--- config.mk ---
export PLATFORM = sky130hd
export DESIGN_NAME = secr_route
export DESIGN_NICKNAME = d
export VERILOG_FILES = /design/src/inc/secr_pkg.sv /design/src/design/secr_route.sv
export VERILOG_INCLUDE_DIRS = /design/src /design/src/inc
export SDC_FILE = /design/constraint.sdc
export NUM_CORES = 1
export LEC_CHECK = 0
export BUFFER_PORTS_ARGS = -buffer_cell sky130_fd_sc_hd__buf_2
export CAP_MARGIN = 10
export CORE_UTILIZATION = 40
export DETAILED_ROUTE_END_ITERATION = 7
export GPL_ROUTABILITY_DRIVEN = 1
export PLACE_DENSITY = 0.63
export SETUP_SLACK_MARGIN = 0.5
export SLEW_MARGIN = 20
export SYNTH_ARGS = -nofsm -noshare
export SYNTH_HDL_FRONTEND = slang
export SYNTH_SLANG_ARGS = --single-unit
--- constraint.sdc ---
create_clock -name clk_i -period 2.3 [get_ports clk_i]
set_input_delay 0.69 -clock clk_i [delete_from_list [all_inputs] [get_ports clk_i]]
set_output_delay 0.69 -clock clk_i [all_outputs]
set_load 0.01 [all_outputs]
--- src/inc/secr_defs.svh ---
// Purpose: Constants for the switch element cell routing block.
// Assumes: Eight element ports, three-bit rows in the internal address.
// Notes:   Included by bare name; definitions only.
`ifndef SECR_DEFS_SVH
`define SECR_DEFS_SVH

`define SECR_ROW_W       3
`define SECR_ROWS        9
`define SECR_CODE_W      3
`define SECR_CFG_W       2
`define SECR_RC_PATH     3'h0
`define SECR_RC_RAND     3'h2
`define SECR_CFG_INS3    2'h3
`define SECR_CFG_INS2    2'h2
`define SECR_CFG_NONE    2'h0
`define SECR_CNT_RST     3'h0
`define SECR_FIFO_DEPTH  4

`endif

--- src/inc/secr_pkg.sv ---
// Purpose: Types for the switch element cell routing block.
// Assumes: Constants live in secr_defs.svh.
// Notes:   Output stage state is one-hot.
package secr_pkg;
   typedef logic [2:0] secr_port_t;
   typedef enum logic [1:0] {
      secr_idle = 2'b01,
      secr_full = 2'b10
   } secr_ost_t;
endpackage

--- src/design/secr_route.sv ---
// Purpose: Routing decision and header modification of one switch element.
// Assumes: Cell header words arrive with valid/ready; cell_time_i pulses once per cell time.
// Notes:   A four-word FIFO sits between the arriving header and the routing stage.
`timescale 1ns/1ps
`include "secr_defs.svh"

module secr_fifo #(
   parameter int WIDTH = 8,
   parameter int DEPTH = `SECR_FIFO_DEPTH
) (
   input  wire logic             clk_i,
   input  wire logic             arst_n_i,
   input  wire logic             in_valid_i,
   output logic                  in_ready_o,
   input  wire logic [WIDTH-1:0] in_data_i,
   output logic                  out_valid_o,
   input  wire logic             out_ready_i,
   output logic      [WIDTH-1:0] out_data_o
);
   localparam int AW = (DEPTH > 1) ? $clog2(DEPTH) : 1;
   localparam int CW = $clog2(DEPTH + 1);

   logic [WIDTH-1:0] mem_r   [DEPTH];
   logic [WIDTH-1:0] mem_nxt [DEPTH];
   logic [AW-1:0]    wp_r;
   logic [AW-1:0]    wp_nxt;
   logic [AW-1:0]    rp_r;
   logic [AW-1:0]    rp_nxt;
   logic [CW-1:0]    cnt_r;
   logic [CW-1:0]    cnt_nxt;
   logic             rdy_r;
   logic             rdy_nxt;
   logic             vld_r;
   logic             vld_nxt;
   logic             wr;
   logic             rd;

   // Ready and valid come from flops so neither side sees a combinational path
   assign wr          = in_valid_i && rdy_r;
   assign rd          = vld_r && out_ready_i;
   assign in_ready_o  = rdy_r;
   assign out_valid_o = vld_r;
   assign out_data_o  = mem_r[rp_r];

   genvar g;
   generate
      for (g = 0; g < DEPTH; g++) begin : g_ent
         always_comb begin
            mem_nxt[g] = (wr && wp_r == AW'(g)) ? in_data_i : mem_r[g];
         end
         always_ff @(posedge clk_i or negedge arst_n_i) begin
            if (!arst_n_i) begin
               mem_r[g] <= '0;
            end else begin
               mem_r[g] <= mem_nxt[g];
            end
         end
      end
   endgenerate

   always_comb begin
      wp_nxt  = wp_r;
      rp_nxt  = rp_r;
      cnt_nxt = cnt_r;
      if (wr) begin
         wp_nxt = (wp_r == AW'(DEPTH - 1)) ? '0 : AW'(wp_r + 1'b1);
      end
      if (rd) begin
         rp_nxt = (rp_r == AW'(DEPTH - 1)) ? '0 : AW'(rp_r + 1'b1);
      end
      if (wr && !rd) begin
         cnt_nxt = CW'(cnt_r + 1'b1);
      end else if (rd && !wr) begin
         cnt_nxt = CW'(cnt_r - 1'b1);
      end
      rdy_nxt = (cnt_nxt != CW'(DEPTH));
      vld_nxt = (cnt_nxt != '0);
   end

   always_ff @(posedge clk_i or negedge arst_n_i) begin
      if (!arst_n_i) begin
         wp_r  <= '0;
         rp_r  <= '0;
         cnt_r <= '0;
         rdy_r <= 1'b1;
         vld_r <= 1'b0;
      end else begin
         wp_r  <= wp_nxt;
         rp_r  <= rp_nxt;
         cnt_r <= cnt_nxt;
         rdy_r <= rdy_nxt;
         vld_r <= vld_nxt;
      end
   end
endmodule

module secr_route #(
   parameter int ROWS  = `SECR_ROWS,
   parameter int DEPTH = `SECR_FIFO_DEPTH
) (
   input  wire logic                        clk_i,
   input  wire logic                        arst_n_i,
   input  wire logic                        cell_time_i,
   input  wire logic [`SECR_CFG_W-1:0]      stage_random_bit_config_i,
   input  wire logic                        cell_valid_i,
   output logic                             cell_ready_o,
   input  wire logic [2:0]                  in_port_i,
   input  wire logic [`SECR_CODE_W-1:0]     routing_control_code_i,
   input  wire logic [ROWS*`SECR_ROW_W-1:0] internal_route_address_i,
   output logic                             out_valid_o,
   input  wire logic                        out_ready_i,
   output logic      [2:0]                  out_port_o,
   output logic      [`SECR_CODE_W-1:0]     routing_control_code_o,
   output logic      [ROWS*`SECR_ROW_W-1:0] internal_route_address_o
);
   localparam int RW = `SECR_ROW_W;
   localparam int AW = ROWS * RW;
   localparam int FW = 3 + `SECR_CODE_W + AW;

   logic [FW-1:0]                f_data;
   logic                         f_valid;
   logic                         take;
   secr_pkg::secr_port_t         f_port;
   logic [`SECR_CODE_W-1:0]      f_code;
   logic [AW-1:0]                f_addr;
   logic [RW-1:0]                top_row;
   logic [2:0]                   rnd;
   logic [2:0]                   cnt_r;
   logic [2:0]                   cnt_nxt;
   logic [AW+RW-1:0]             down3;
   logic [AW-1:0]                ins2;
   secr_pkg::secr_port_t         port_nxt;
   logic [AW-1:0]                addr_nxt;
   secr_pkg::secr_ost_t          st_r;
   secr_pkg::secr_ost_t          st_nxt;
   logic                         vld_r;
   logic                         vld_nxt;
   secr_pkg::secr_port_t         port_r;
   logic [`SECR_CODE_W-1:0]      code_r;
   logic [`SECR_CODE_W-1:0]      code_nxt;
   logic [AW-1:0]                addr_r;
   logic [AW-1:0]                addr_hold;

   secr_fifo #(
      .WIDTH (FW),
      .DEPTH (DEPTH)
   ) u_fifo (
      .clk_i       (clk_i),
      .arst_n_i    (arst_n_i),
      .in_valid_i  (cell_valid_i),
      .in_ready_o  (cell_ready_o),
      .in_data_i   ({in_port_i, routing_control_code_i, internal_route_address_i}),
      .out_valid_o (f_valid),
      .out_ready_i (take),
      .out_data_o  (f_data)
   );

   assign f_port  = f_data[FW-1 -: 3];
   assign f_code  = f_data[AW +: `SECR_CODE_W];
   assign f_addr  = f_data[AW-1:0];
   assign top_row = f_addr[AW-1 -: RW];

   // A stalled output stage holds the FIFO, which in turn drops cell_ready_o
   assign take = f_valid && (st_r == secr_pkg::secr_idle || out_ready_i);

   // Running counter, stepped by the cell time enable
   always_comb begin
      cnt_nxt = cell_time_i ? 3'(cnt_r + 3'h1) : cnt_r;
   end

   always_ff @(posedge clk_i or negedge arst_n_i) begin
      if (!arst_n_i) begin
         cnt_r <= `SECR_CNT_RST;
      end else begin
         cnt_r <= cnt_nxt;
      end
   end

   // Sum kept to three bits, so the carry falls away
   assign rnd   = 3'(cnt_r + f_port);
   assign down3 = {rnd, f_addr};
   // Two random bits replace the leading bits of the top two rows
   assign ins2  = {rnd[1:0], f_addr[AW-3], rnd[1:0], f_addr[AW-RW-3:0]};

   always_comb begin
      port_nxt = top_row;
      addr_nxt = {f_addr[AW-RW-1:0], {RW{1'b0}}};
      case (f_code)
         `SECR_RC_PATH: begin
            // Option pins play no part for path cells
            port_nxt = top_row;
            addr_nxt = {f_addr[AW-RW-1:0], {RW{1'b0}}};
         end
         `SECR_RC_RAND: begin
            case (stage_random_bit_config_i)
               `SECR_CFG_INS3: begin
                  port_nxt = down3[AW+RW-1 -: RW];
                  // Shifting back up restores the arriving rows
                  addr_nxt = down3[AW-1:0];
               end
               `SECR_CFG_INS2: begin
                  // Only the top row picks the port
                  port_nxt = ins2[AW-1 -: RW];
                  addr_nxt = {ins2[AW-2*RW-1:0], {2*RW{1'b0}}};
               end
               default: begin
                  // Unused code 01 is treated like the final stage
                  port_nxt = top_row;
                  addr_nxt = {f_addr[AW-2*RW-1:0], {2*RW{1'b0}}};
               end
            endcase
         end
         default: begin
            // Other codes follow the top row hop by hop
            port_nxt = top_row;
            addr_nxt = {f_addr[AW-RW-1:0], {RW{1'b0}}};
         end
      endcase
   end

   // Output stage: one header word held until the next stage takes it
   assign addr_hold = take ? addr_nxt : addr_r;

   always_comb begin
      st_nxt   = st_r;
      vld_nxt  = vld_r;
      code_nxt = take ? f_code : code_r;
      case (st_r)
         secr_pkg::secr_idle: begin
            if (take) begin
               st_nxt  = secr_pkg::secr_full;
               vld_nxt = 1'b1;
            end
         end
         secr_pkg::secr_full: begin
            if (out_ready_i && !take) begin
               st_nxt  = secr_pkg::secr_idle;
               vld_nxt = 1'b0;
            end
         end
         default: begin
            st_nxt  = secr_pkg::secr_idle;
            vld_nxt = 1'b0;
         end
      endcase
   end

   always_ff @(posedge clk_i or negedge arst_n_i) begin
      if (!arst_n_i) begin
         st_r   <= secr_pkg::secr_idle;
         vld_r  <= 1'b0;
         port_r <= '0;
         code_r <= '0;
         addr_r <= '0;
      end else begin
         st_r   <= st_nxt;
         vld_r  <= vld_nxt;
         port_r <= take ? port_nxt : port_r;
         code_r <= code_nxt;
         addr_r <= addr_hold;
      end
   end

   assign out_valid_o              = vld_r;
   assign out_port_o               = port_r;
   assign routing_control_code_o   = code_r;
   assign internal_route_address_o = addr_r;
endmodule

; ---- Word-level counts from Yosys, hierarchy flattened
; Cells that the tools add are included.
[classes]
eq_ne = 12
bitwise = 1
n_shift = 0
n_lt_le_gt_ge = 1
mux = 17
multipliers = 0
n_addsub = 6
div_mod_pow = 0
n_reduce_logical = 17
[ops]
columns = op, count
row1 = $bmux 33 s2, 1
row2 = $mux 33, 2
row3 = $mux 27, 2
row4 = $eq 2x2->1 const B, 6
row5 = $logic_and 1x1->1, 10
row6 = $mux 3, 3
row7 = $mux 2, 4
row8 = $add 3x1->3 const B, 2
row9 = $pmux 3 s2, 1
row10 = $add 2x1->2 const B, 2
row11 = $eq 2x1->1 const B, 2
row12 = $ne 2x2->1 const B, 2
row13 = $pmux 2 s2, 1
row14 = $add 3x3->3, 1
row15 = $eq 3x2->1 const B, 1
row16 = $ge 3x3->1 const B, 1
row17 = $logic_not 1->1, 3
row18 = $ne 3x3->1 const B, 1
row19 = $not 2->3, 1
row20 = $reduce_bool 3->1, 1
row21 = $sub 3x1->3 const B, 1
row22 = $logic_not 2->1, 1
row23 = $mux 1, 2
row24 = $pmux 1 s2, 1
row25 = other kinds (2), 2
[totals]
input_bits = 40
romBits = 0
elab_cells = 69
register_bits = 180
mem_bits_rw = 0
memories = 0
output_inout_bits = 35
latch_bits = 0

; ---- Depth between registers and ports, before layout
[depth]
depth_word = 8
mapped_depth = 11

; ---- By module
; From an unflattened synthesis, not the netlist that was laid out.
[hier_totals]
cells_unflattened = 594
hier_area_um2 = 8878.5
[modules_own_cells]
columns = module, area_each_um2, cells_each, instances
row1 = secr_fifo, 6885.4, 368, 1
row2 = secr_route, 1993.2, 226, 1

; ---- Worst setup path after synthesis
; OpenSTA, ideal clock, no wires.
[synth_path]
path_kind = register -> register
startpoint = register u_fifo.rp_r[0]
endpoint = register port_r[2] (netlist: out_port_o[2])
t_arrival_ps = 2264
path_slack_ps = -42
period_less_slack_ps = 2342
path_buffers = 2
path_stages_with_launch = 10
cell_sequence = dfrtp_1 > buf_6 > buf_2 > mux4_2 > ha_1 > inv_1 > fa_1 > o22ai_1 > nand3_1 > a21oi_1
[synth_between]
elab_chain_len = 7
elab_cells_between_ends = 8
classes_between = add/sub: 1 / eq/ne: 1 / mux: 5 / bitwise: 1
[synth_rtl]
columns = item, line_no
row1 = "start, declared", secr_route.sv:27  ; logic [AW-1:0] rp_r;
row2 = "start signal, assigned", secr_route.sv:89  ; rp_r <= rp_nxt;
row3 = $not 2->3 (not written as such) (*), secr_route.sv:43  ; assign out_data_o = mem_r[rp_r];
row4 = $bmux 33 s2 (*), secr_route.sv:43
row5 = $mux 33 (not written as such) (*) (2 in series), secr_route.sv:43
row6 = $add 3x3->3, secr_route.sv:180  ; assign rnd = 3'(cnt_r + f_port);
row7 = $pmux 3 s2, secr_route.sv:195  ; case (stage_random_bit_config_i)
row8 = $mux 3 (*), secr_route.sv:188  ; case (f_code)
row9 = "end signal, assigned", secr_route.sv:258  ; port_r <= take ? port_nxt : port_r;
row10 = "end, declared", secr_route.sv:138  ; secr_pkg::secr_port_t port_r;
; Every way passes the cells marked *; elsewhere a longest branch is shown, timed or not. The select of a mux whose other input is x is not followed.
; A chain may end at the register's enable or synchronous reset.

; ---- Final worst setup path
[layout_path]
startpoint = register u_fifo.rp_r[0]
endpoint = register addr_r[16] (netlist: internal_route_address_o[16])
[layout_between]
elab_chain_len = 6
elab_cells_between_ends = 7
classes_between = eq/ne: 1 / mux: 5 / bitwise: 1
[layout_rtl]
columns = item, line_no
row1 = $not 2->3 (not written as such) (*), secr_route.sv:43
row2 = $bmux 33 s2 (*), secr_route.sv:43
row3 = $mux 33 (not written as such) (*) (2 in series), secr_route.sv:43
row4 = $eq 3x2->1 or $mux 27 (tied branches), "secr_route.sv:188, secr_route.sv:195"
row5 = $mux 27 (*), secr_route.sv:188
row6 = "end signal, assigned", secr_route.sv:260  ; addr_r <= addr_hold;
row7 = "end, declared", secr_route.sv:141  ; logic [AW-1:0] addr_r;
; Marks and branches as above.

==> out/metrics.cfg <==
[clocking]
cts_max_path_buffers = 2
numClockSinks = 179
clkTransAtPathRegs_ps = 70
h-tree-depth = 4
clock_latency_ps = 430
cts-root-buf = clkbuf_16
numCtsBuffers = 17
cts_tree = done

[layout]
layout.nets = 765
final_area_sq_um = 9960
n_fill_cell = 1732
fin_util_pct = 50.7
fin_cells = 993
area_growth_pct = 22.6
drive_gt1_share_pct = 48.7
layout.area.seq_sq_um = 4480
multi_input_area_sq_um = 3610

[synth]
async_reset_ff_share_pct = 100
ys_types = 35
syn_area_sq_um = 8120
synth_edf_count = 0
yosysTopAreaCellShare_pct = 54.5
synthCells = 622
syn_area_per_cell_sq_um = 13.1
synth_commonest_cells = 177 x dfrtp_1, 133 x mux2_2, 92 x nand2_1
synthTopCellsByArea = dfrtp_1 55%, mux2_2 18%, mux4_2 9.2%
synth_most_common_cell = dfrtp_1
ys_seq_area_share_pct = 55.2
synth_ff_type = dfrtp_1
synth.largest_area_cell = dfrtp_1
synth_fp_nets = 672
yosys_warnings = 0
synth-seq-cells = 179

[grt]
antenna_found_initial = 3
grt_max_degree = 45
grt_pass1_vias = 5625
grt-ovfl-total = 0
grtUsageTotal_pct = 20.0
grt_pass1_wl_mm = 30.7

[route]
wire_per_inst_um = 19.6
drt_iter0_markers = 343
wl_met3_um = 653
avgViaCountPerCell = 5.36
highest_layer = met5
drc = 0
firstDrtPassIters = 4
drt-total-wl_mm = 19.5
routedLengthMet1_mm = 8.46
detail-route-antenna-nets = 0
wl_met2_mm = 10.1
vias = 5318

[setup_path]
endpoint_kind = flop
crit_type = flop to flop
cpMostUsedCell = buf_6
crit_required_ps = 2610
cp-start-kind = flop
worstPathCellList = buf_4 -> buf_6 -> mux4_2 -> nor3b_4 -> buf_6 -> buf_12 -> clkbuf_16 -> o21ai_2 -> o21ai_1
crit_fanout = 12
worstPathArrival_ps = 2430
cp_slowest_cell = mux4_2
worst_path_largest_cell_delay_ps = 500
regToRegStartpoint = u_fifo.rp_r[0]
crit_path_start = u_fifo.rp_r[0]

[die]
initial_core_util_pct = 41.3
coreArea_sq_um = 19700
row_count = 51
fp.dieH_um = 144
die_area_sq_um = 20900
ioPinCount = 75
fp.dieW_um = 144

[place]
place_ws_ps = 204
dp_hpwl_mm = 12.6
dp.cells = 944
dpl_cell_area_sq_um = 9060
place.gp.congestion = 0.795
io_buffers = 74

[timing]
period_share_pct = 92.0
rsz0062_at_grt = yes
final.setup_skew_ps = 15.9
hold_viol_final = 0
fmax_mhz = 473
slew_headroom_pct = 58.6
slew_viol_final = 0
setup_viol = 0
fin_ws_ps = 185
tightest_slew_ps = 619
period_needed_ps = 2120
tns_ps = 0
whs_ps = 203

[power]
total_power_mw = 16.3
p_leak_nw = 4.34
cellPowerDensity_nw_per_um2 = 1630
vdd_drop_max_mv = 0.579

[run_status]
outcome = finished, final reports clean

[job]
cap_violations = 0

[min_path]
min_path_type = input pin to asynchronous set/reset pin

## cell families after synthesis
group,synth area share (%)
buffers and inverters,2.73
xor gates and xnor gates,0.755
muxes,27.7
DFF,55.2
AOI/OAI and AO/OA,4.59
adders and majority gates,1.63
and+or+nand+nor,7.39
## path summary, 6_finish.rpt
check / to / slack, ps / depth (start not counted)
max: internal_route_address_o[16] / 180 / 9
min reg2reg: routing_control_code_o[2] / 470 / 2
max reg2reg: internal_route_address_o[16] / 180 / 9
min: u_fifo.cnt_r[2] / 200 / 1
min in group clk_i: routing_control_code_o[2] / 470 / 2
max in group asynchronous: u_fifo.rp_r[0] / 1450 / 2
## sequential cells by signal, summed over array words and instances, names as in the netlist
register                  count
internal_route_address_o     27
u_fifo.wp_r                   2
u_fifo.out_valid_o            1
cnt_r                         3
out_port_o                    3
routing_control_code_o        3
u_fifo.cnt_r                  3
u_fifo.rp_r                   2
u_fifo.mem_r                132
st_r                          2
u_fifo.in_ready_o             1
## critical path: cells and delay by family (launching register included)
family | cells | cell delay, ps
buf+inv | 5 | 680
mux | 1 | 500
flops | 1 | 420
compound gates | 2 | 230
simple gates | 1 | 170
## power breakdown
group	internal, mW	switching, mW	leakage (nW)
Clock	1.43	1.25	0.269
Combinational	4.16	3.73	1.94
Sequential	4.78	0.909	2.14
## area by class of cell
class,count,share of cell area (%)
Sequential cell,179,45.0
Multi-Input combinational cell,392,36.3
Timing Repair Buffer,115,9.53
Clock buffer,18,4.41
Tap cell,265,3.33
Clock inverter,13,1.04
Inverter,10,0.377
Antenna cell,1,0.0251
## layer usage
layer | up-vias | global-route usage, %
met1 | 2791 | 25.0
li1 | 2412 | -
met4 | 4 | 7.81
met5 | - | 0
met3 | 18 | 3.97
met2 | 93 | 33.9
## cells in the final DEF, fill, tap and decap left out, types with 2 or more instances in the layout
master / count
dfstp_2: 2
nand3_1: 12
nor2b_1: 3
o21ai_4: 2
o21ai_2: 12
a21oi_1: 6
o31ai_1: 2
buf_12: 12
a21o_1: 2
clkbuf_16: 20
clkinv_4: 4
a31oi_1: 3
inv_6: 4
buf_2: 72
ha_1: 8
mux4_2: 33
nor3_1: 3
mux2_2: 133
xnor2_1: 5
buf_4: 20
o21ai_0: 7
nor2_1: 5
nand3_2: 17
inv_1: 9
clkinv_2: 3
xor2_1: 2
buf_16: 2
dfrtp_1: 176
nand2_1: 91
buf_6: 6
o21ai_1: 29
## what timing repair did
action                     in CTS  in global routing
pin swaps                       1                 12
cloned                          2                  3
setup buffers                   9                  3
setup endpoints to repair      33                 31
hold buffers                    0                  0
gates resized for setup         8                 22
Note: power is estimated with default switching activity, not from simulation.
